**src/pkg/ct_pkg.sv**
```systemverilog
// constants and types of the compact timer
package ct_pkg;

  // widths
  localparam int ADDR_W = 8;
  localparam int CNT_W = 16;
  localparam int CMPP_W = 8;

  // register byte offsets
  localparam logic [7:0] OFS_CTRL0 = 8'h00;
  localparam logic [7:0] OFS_CTRL1 = 8'h04;
  localparam logic [7:0] OFS_COUNT = 8'h08;
  localparam logic [7:0] OFS_CMPA = 8'h0C;
  localparam logic [7:0] OFS_CMPP = 8'h10;
  localparam logic [7:0] OFS_FLAGS = 8'h14;

  // field positions
  localparam int BIT_ON = 3;
  localparam int BIT_FA = 0;
  localparam int BIT_FP = 1;

  // reset values
  localparam logic [15:0] CNT_RST = 16'h0000;
  localparam logic [7:0] CTRL_RST = 8'h00;
  localparam logic [31:0] WORD_ZERO = 32'h0000_0000;

  // mode select encodings
  localparam logic [1:0] MODE_CM = 2'b00;
  localparam logic [1:0] MODE_PWM = 2'b10;
  localparam logic [1:0] MODE_TC = 2'b11;

  // pin action encodings, compare match mode
  localparam logic [1:0] ACT_NONE = 2'b00;
  localparam logic [1:0] ACT_LOW = 2'b01;
  localparam logic [1:0] ACT_HIGH = 2'b10;
  localparam logic [1:0] ACT_TOG = 2'b11;

  // pin action encodings, pwm mode
  localparam logic [1:0] PWM_INACT = 2'b00;
  localparam logic [1:0] PWM_ACT = 2'b01;
  localparam logic [1:0] PWM_RUN = 2'b10;

  // compare P is the top byte; the low byte of its target
  localparam logic [7:0] P_LOW = 8'h00;
  // duty of 65536 clocks when compare P is zero
  localparam logic [16:0] DUTY_FULL = 17'h1_0000;

  // control one layout, bit 7 down to bit 0
  typedef struct packed {
    logic [1:0] mode;     // mode_select_high / mode_select_low
    logic [1:0] action;   // pin_action_high / pin_action_low
    logic ils;            // initial_level_select
    logic inv;            // output_invert
    logic swap;           // duty_period_swap
    logic clr_sel;        // clear_source_select
  } ct_ctrl_s;

endpackage : ct_pkg

```
**src/hdl/ct_timer.sv**
```systemverilog
// compact 16-bit timer: compare match, timer/counter and pwm modes
//
// Design decisions made here: the APB slave port and the register addresses.
`timescale 1ns/1ps
module ct_timer
(
  // apb clock
  input wire logic pclk,
  // asynchronous reset, active low
  input wire logic presetn,
  // apb select
  input wire logic psel,
  // apb access phase
  input wire logic penable,
  // apb direction, high for write
  input wire logic pwrite,
  // apb byte address
  input wire logic [ct_pkg::ADDR_W-1:0] paddr,
  // apb write data
  input wire logic [31:0] pwdata,
  // apb read data
  output logic [31:0] prdata,
  // apb ready
  output logic pready,
  // apb error on unmapped address
  output logic pslverr,
  // timer output pin level
  output logic pin_out,
  // high while the timer owns the pin
  output logic pin_drive
);

  ////////////////////////////////////////////////////////////////////
  // state

  // control one fields
  ct_pkg::ct_ctrl_s ctrl;
  // counter_on bit and its last value
  logic on;
  logic on_q;
  // running counter
  logic [ct_pkg::CNT_W-1:0] cnt;
  // compare values
  logic [ct_pkg::CNT_W-1:0] cmp_a;
  logic [ct_pkg::CMPP_W-1:0] cmp_p;
  // sticky match flags
  logic flag_a;
  logic flag_p;
  // compare match mode pin level before inversion
  logic cm_level;

  ////////////////////////////////////////////////////////////////////
  // helpers

  // count value one clock before the target is reached
  function automatic logic [15:0] ct_last(input logic [15:0] tgt);
    ct_last = tgt - 16'h0001;
  endfunction : ct_last

  // true when the address names a register
  function automatic logic ct_mapped(input logic [7:0] a);
    ct_mapped = (a == ct_pkg::OFS_CTRL0) || (a == ct_pkg::OFS_CTRL1) ||
                (a == ct_pkg::OFS_COUNT) || (a == ct_pkg::OFS_CMPA) ||
                (a == ct_pkg::OFS_CMPP) || (a == ct_pkg::OFS_FLAGS);
  endfunction : ct_mapped

  ////////////////////////////////////////////////////////////////////
  // decode

  // bus phases
  logic setup;
  logic wr;
  assign setup = psel & ~penable;
  assign wr = psel & penable & pready & pwrite;

  // counter_on edge and run state
  logic rise;
  logic run;
  assign rise = on & ~on_q;
  assign run = on & on_q;

  // mode decode
  logic is_pwm;
  logic is_cm;
  assign is_pwm = (ctrl.mode == ct_pkg::MODE_PWM);
  assign is_cm = (ctrl.mode == ct_pkg::MODE_CM);

  // comparator A: full 16 bits, zero never matches
  logic a_hit;
  assign a_hit = run && (cmp_a != ct_pkg::CNT_RST) &&
                 (cnt == ct_last(cmp_a));

  // comparator P: top byte only, zero wraps at the overflow
  logic p_hit;
  assign p_hit = run && (cnt == ct_last({cmp_p, ct_pkg::P_LOW}));

  // clear source
  logic clr;
  always_comb
  begin
    if (is_pwm)
    begin
      // swap picks the period register
      clr = ctrl.swap ? a_hit : p_hit;
    end
    else if (ctrl.clr_sel)
    begin
      // clear on A, overflow when A is zero
      clr = a_hit;
    end
    else
    begin
      // clear on P, overflow when P is zero
      clr = p_hit;
    end
  end

  // flag set terms
  logic set_fa;
  logic set_fp;
  assign set_fa = a_hit;
  assign set_fp = p_hit & (is_pwm | ~ctrl.clr_sel);

  // flag clear terms, write one to clear
  logic clr_fa;
  logic clr_fp;
  assign clr_fa = wr && (paddr == ct_pkg::OFS_FLAGS) && pwdata[ct_pkg::BIT_FA];
  assign clr_fp = wr && (paddr == ct_pkg::OFS_FLAGS) && pwdata[ct_pkg::BIT_FP];

  ////////////////////////////////////////////////////////////////////
  // pwm duty compare

  // duty in clocks, 17 bits for the 65536 case
  logic [16:0] duty;
  always_comb
  begin
    if (ctrl.swap)
    begin
      // duty from P times 256
      duty = (cmp_p == ct_pkg::P_LOW) ? ct_pkg::DUTY_FULL :
             {1'b0, cmp_p, ct_pkg::P_LOW};
    end
    else
    begin
      // duty from A
      duty = {1'b0, cmp_a};
    end
  end

  // active phase; count stays below period so duty >= period is full
  logic pwm_on;
  assign pwm_on = ({1'b0, cnt} < duty);

  ////////////////////////////////////////////////////////////////////
  // register writes

  // control, compare and counter_on registers
  always_ff @(posedge pclk or negedge presetn)
  begin
    if (!presetn)
    begin
      ctrl <= ct_pkg::CTRL_RST;
      on <= 1'b0;
      cmp_a <= ct_pkg::CNT_RST;
      cmp_p <= ct_pkg::P_LOW;
    end
    else if (wr)
    begin
      // one register per address
      case (paddr)
        ct_pkg::OFS_CTRL0: on <= pwdata[ct_pkg::BIT_ON];
        ct_pkg::OFS_CTRL1: ctrl <= pwdata[7:0];
        ct_pkg::OFS_CMPA: cmp_a <= pwdata[15:0];
        ct_pkg::OFS_CMPP: cmp_p <= pwdata[7:0];
        default: ;
      endcase
    end
  end

  // previous counter_on for edge detect
  always_ff @(posedge pclk or negedge presetn)
  begin
    if (!presetn)
    begin
      on_q <= 1'b0;
    end
    else
    begin
      on_q <= on;
    end
  end

  ////////////////////////////////////////////////////////////////////
  // counter

  // cleared on rise, held while off, counts in every mode
  always_ff @(posedge pclk or negedge presetn)
  begin
    if (!presetn)
    begin
      cnt <= ct_pkg::CNT_RST;
    end
    else if (rise)
    begin
      // restart from zero
      cnt <= ct_pkg::CNT_RST;
    end
    else if (run)
    begin
      // wraps naturally at FFFF
      cnt <= clr ? ct_pkg::CNT_RST : cnt + 16'h0001;
    end
  end

  ////////////////////////////////////////////////////////////////////
  // match flags

  // set wins over a clear in the same cycle
  always_ff @(posedge pclk or negedge presetn)
  begin
    if (!presetn)
    begin
      flag_a <= 1'b0;
      flag_p <= 1'b0;
    end
    else
    begin
      flag_a <= set_fa | (flag_a & ~clr_fa);
      flag_p <= set_fp | (flag_p & ~clr_fp);
    end
  end

  ////////////////////////////////////////////////////////////////////
  // compare match pin level

  // moves on A match only, restored on counter_on rise
  always_ff @(posedge pclk or negedge presetn)
  begin
    if (!presetn)
    begin
      cm_level <= 1'b0;
    end
    else if (rise)
    begin
      // initial level
      cm_level <= ctrl.ils;
    end
    else if (a_hit && !is_pwm)
    begin
      // P matches never reach here
      case (ctrl.action)
        ct_pkg::ACT_NONE: cm_level <= cm_level;
        ct_pkg::ACT_LOW: cm_level <= 1'b0;
        ct_pkg::ACT_HIGH: cm_level <= 1'b1;
        ct_pkg::ACT_TOG: cm_level <= ~cm_level;
        default: cm_level <= cm_level;
      endcase
    end
  end

  ////////////////////////////////////////////////////////////////////
  // output pin

  // next pin level and ownership
  logic next_pin;
  logic next_drive;
  logic lvl;
  always_comb
  begin
    lvl = 1'b0;
    next_pin = 1'b0;
    next_drive = 1'b0;
    case (ctrl.mode)
      ct_pkg::MODE_CM:
      begin
        // compare level, then inversion
        next_pin = cm_level ^ ctrl.inv;
        next_drive = 1'b1;
      end
      ct_pkg::MODE_PWM:
      begin
        // ils is the active level
        case (ctrl.action)
          ct_pkg::PWM_INACT: lvl = ~ctrl.ils;
          ct_pkg::PWM_ACT: lvl = ctrl.ils;
          ct_pkg::PWM_RUN: lvl = pwm_on ? ctrl.ils : ~ctrl.ils;
          default: lvl = ~ctrl.ils;
        endcase
        next_pin = lvl ^ ctrl.inv;
        next_drive = 1'b1;
      end
      default:
      begin
        // timer/counter and undefined mode release the pin
        next_pin = 1'b0;
        next_drive = 1'b0;
      end
    endcase
  end

  // pin flops
  always_ff @(posedge pclk or negedge presetn)
  begin
    if (!presetn)
    begin
      pin_out <= 1'b0;
      pin_drive <= 1'b0;
    end
    else
    begin
      pin_out <= next_pin;
      pin_drive <= next_drive;
    end
  end

  ////////////////////////////////////////////////////////////////////
  // apb read and response

  // read mux
  logic [31:0] rd;
  always_comb
  begin
    rd = ct_pkg::WORD_ZERO;
    case (paddr)
      ct_pkg::OFS_CTRL0: rd[ct_pkg::BIT_ON] = on;
      ct_pkg::OFS_CTRL1: rd[7:0] = ctrl;
      ct_pkg::OFS_COUNT: rd[15:0] = cnt;
      ct_pkg::OFS_CMPA: rd[15:0] = cmp_a;
      ct_pkg::OFS_CMPP: rd[7:0] = cmp_p;
      ct_pkg::OFS_FLAGS:
      begin
        rd[ct_pkg::BIT_FA] = flag_a;
        rd[ct_pkg::BIT_FP] = flag_p;
      end
      default: rd = ct_pkg::WORD_ZERO;
    endcase
  end

  // answer in the first access cycle, no wait states
  always_ff @(posedge pclk or negedge presetn)
  begin
    if (!presetn)
    begin
      pready <= 1'b0;
      pslverr <= 1'b0;
      prdata <= ct_pkg::WORD_ZERO;
    end
    else
    begin
      pready <= setup;
      pslverr <= setup & ~ct_mapped(paddr);
      prdata <= setup ? rd : ct_pkg::WORD_ZERO;
    end
  end
endmodule : ct_timer

```
**config.mk**
```make
export PLATFORM = sky130hd
export DESIGN_NAME = ct_timer
export DESIGN_NICKNAME = d
export VERILOG_FILES = /design/src/pkg/ct_pkg.sv /design/src/hdl/ct_timer.sv
export SDC_FILE = /design/constraint.sdc
export NUM_CORES = 1
export LEC_CHECK = 0
export ABC_AREA = 1
export BUFFER_PORTS_ARGS = -buffer_cell sky130_fd_sc_hd__buf_2
export CAP_MARGIN = 20
export CORE_ASPECT_RATIO = 1.25
export CORE_MARGIN = 3
export CORE_UTILIZATION = 50
export CTS_CLUSTER_DIAMETER = 100
export DETAILED_ROUTE_END_ITERATION = 10
export PLACE_DENSITY = 0.8
export SYNTH_ARGS = -nofsm -noshare
export SYNTH_HDL_FRONTEND = slang
export SYNTH_SLANG_ARGS = --single-unit
```
**constraint.sdc**
```tcl
create_clock -name pclk -period 3 [get_ports pclk]
set_input_delay 0.6 -clock pclk [delete_from_list [all_inputs] [get_ports pclk]]
set_output_delay 0.6 -clock pclk [all_outputs]
set_load 0.02 [all_outputs]
```
==> impl_metrics.yaml <==
outcome:
  status: "finished clean"
pwr:
  pwr-share-clk_pct: 49.0
  sequentialPowerShare_pct: 46.1
  p_sw_share_pct: 23.0
  comb_power_share_pct: 4.8
  vdd_drop_max_uv: 266
  p_leak_nw: 2.81
  power_mw: 2.15
  power_per_cell_area_mw_per_mm2: 377
  internal_power_mw: 1.66
  power_switching_uw: 495
route:
  vias: 4981
  via_per_inst: 5.49
  wl_mm: 14.3
  ant_nets: 0
  routedWlPerCell_um: 15.7
  drt_iter0_markers: 335
  drcViolationCount: 0
  first_pass_iters: 6
sta:
  rsz0062_at_grt: "no"
  hold_viol: 0
  finalSetupTns_ns: 0
  slew_headroom_pct: 39.0
  final.setup_skew_ns: 0.00790
  tightestPinTransition_ns: 0.916
  period_share_pct: 89.8
  setup_ws_ns: 0.306
  max_freq_mhz: 371
  slew_viol_final: 0
  setup_viol: 0
  finalCriticalPeriod_ns: 2.69
  holdWs_ns: 0.378
place:
  pre_cts_ws_ns: 0.409
  place.gp.congestion: 0.959
  io_buffers: 48
  place_hpwl_mm: 10.7
  placed_area_sq_mm: 0.00542
floorplan:
  die_height_um: 120
  start_util_pct: 52.6
  dieArea_sq_mm: 0.0116
  coreArea_sq_mm: 0.00986
  io-pin-count: 81
  placementRows: 40
  die_w_um: 97.1
worst_setup_path:
  cp.required_ns: 3.23
  cpPeakStageDelay_ns: 0.46
  crit_path_top_delay_cell: "dfrtp_1"
  crit_fanout: 5
  critPathBufInv: 2
  critPathCaptureType: "flop"
  cp-start-kind: "flop"
  path_class: "flop to flop"
  cp_common_cell: "nand2_1"
  cp_top_family: "simple AND/OR/NAND/NOR gates"
  cp.arrival_ns: 2.92
  path_cells: "inv_1 -> ha_1 -> nand4_1 -> nor2_1 -> inv_1 -> nand2_1 -> ha_1 -> a21o_1 -> nor2_1 -> nand3_1 -> nand2_1 -> nand2_1 -> nand2_1 -> nand3_1 -> nand2_1 -> nand2_1 -> a21oi_1 -> nor2_1"
synth:
  ys_top_cells_by_area: "dfrtp_1, nand2_1, inv_1"
  ys_ff_latch: 73
  synthXorXnorAreaFrac_pct: 4.56
  synth_top_family_by_area: "simple AND/OR/NAND/NOR gates"
  synth_compound_area_share_pct: 11.0
  yosysWarnings: 0
  synth_top_area_share_pct: 35.2
  ys_seq_area_share_pct: 35.2
  yosys.area_share.simple_pct: 31.4
  synth.distinct_cells: 41
  synthesis.instances: 739
  netlist_area_sq_mm: 0.00519
  muxShareOfSynthArea_pct: 1.30
  syn_avg_cell_area_sq_um: 7.02
  yosysTopAreaCell: "dfrtp_1"
  synth_fa_ha_area_share_pct: 5.31
cts:
  cts.sinks: 73
  cts_tree: "yes"
  post_cts.repair.setup_buffers: 0
  cts.htree.levels: 3
  ctsHoldBuffers: 0
  cts.repair.resized: 0
  insertion_delay_ns: 0.34
  clkTransAtPathRegs_ns: 0.06
  cts_buffers: 9
  clock_path_buffers: 2
  root_buffer: "clkbuf_16"
grt:
  grt_max_degree: 74
  grt_pass1_vias: 4883
  overflow: 0
  grt_usage_pct: 25.0
  antenna_found_initial: 0
  grt_pass1_wl_mm: 23.3
finish:
  multiInputGateArea_sq_mm: 0.00284
  fillers: 911
  seq_area_sq_mm: 0.00183
  layout_commonest_cell: "nand2_1"
  final_nets: 843
  final_cell_area_sq_mm: 0.00571
  drive_gt1_share_pct: 12.4
  area_growth_pct: 10.1
  final_cell_mix: "nand2_1, inv_1, dfrtp_1"
  antenna_cells: 0
run:
  drv_cap: 0
worst_hold_path:
  min_path_type: "input port to async pin"
sequential cells by signal (all words and copies together), names as in the netlist, 8 cells and up:
register and cells:
cmp_a 16, cmp_p 8, cnt 16, ctrl 8, prdata 16
area by class of cell:
cell class	instances	area share, %
well taps	126	2.76
repair buffers	51	4.65
multi-input cells	552	49.7
clock buffers	11	4.08
inverters	89	5.85
clock inverters	5	0.986
flip-flops and latches	73	32.0
path summary, 6_finish.rpt:
kind | slack, ns | cells after the start | end | startpoint
setup / recovery | 0.31 | 18 | pin_out | cmp_p[0]
hold / removal | 0.38 | 1 | cnt[11] | presetn
setup reg to reg | 0.31 | 18 | pin_out | cmp_p[0]
hold reg to reg | 0.49 | 2 | ctrl[7] | ctrl[7]
max in group asynchronous | 2.01 | 1 | flag_p | presetn
min in group pclk | 0.47 | 2 | pready | penable
synthesized netlist by cell type, drive strengths merged:
library cell	number
dfrtp	73
a31oi	1
nand3b	6
o21a	1
clkinv	3
nor3	8
a21oi	34
a21o	2
ha	22
or3	1
a221oi	7
o21ai	48
or2	1
inv	86
nand3	56
nor2	82
nand2	214
nor4	2
o22ai	5
mux2	6
conb	1
a211oi	3
clkbuf	14
nand4	8
and2	1
buf	26
a41oi	1
xor2	16
xnor2	11
routing by layer:
layer  share of wire, %  vias to the layer above  routed length [um]  track usage, %
met2                 49                      214                7030            43.6
met1                 40                     2301                5710            29.6
li1                   -                     2419                   -               -
met5                  0                        -                   0               0
met4                4.2                        0                 595            12.1
met3                6.5                       47                 931            4.53
power groups by stage:
stage	registers, mW	logic (mW)	clock network, mW
after detailed placement	1.01	0.105	0
final	0.993	0.104	1.06
after global routing	0.993	0.119	1.12
after CTS	0.993	0.106	1.07
after global placement	1.01	0.102	0
after floorplan	1.01	0.0692	0
per-stage QoR:
| stage | instances | utilization (%) |
|---|---|---|
| finish | 907 | 57.9 |
| global route | 907 | 57.9 |
| CTS | 907 | 57.9 |
| detailed placement | 891 | 55.0 |
| global placement | 891 | 55.0 |
| floorplan | 754 | - |
cell families (layout without fill, tap and decap cells):
group,count (synthesis),count (layout)
simple gates,379,379
buf+inv,129,156
compound gates,102,102
flops,73,73
xor+xnor,27,27
fa+ha+maj,22,22
mux,6,6
other cells,1,16
Note: power is estimated with default switching activity, not from simulation.
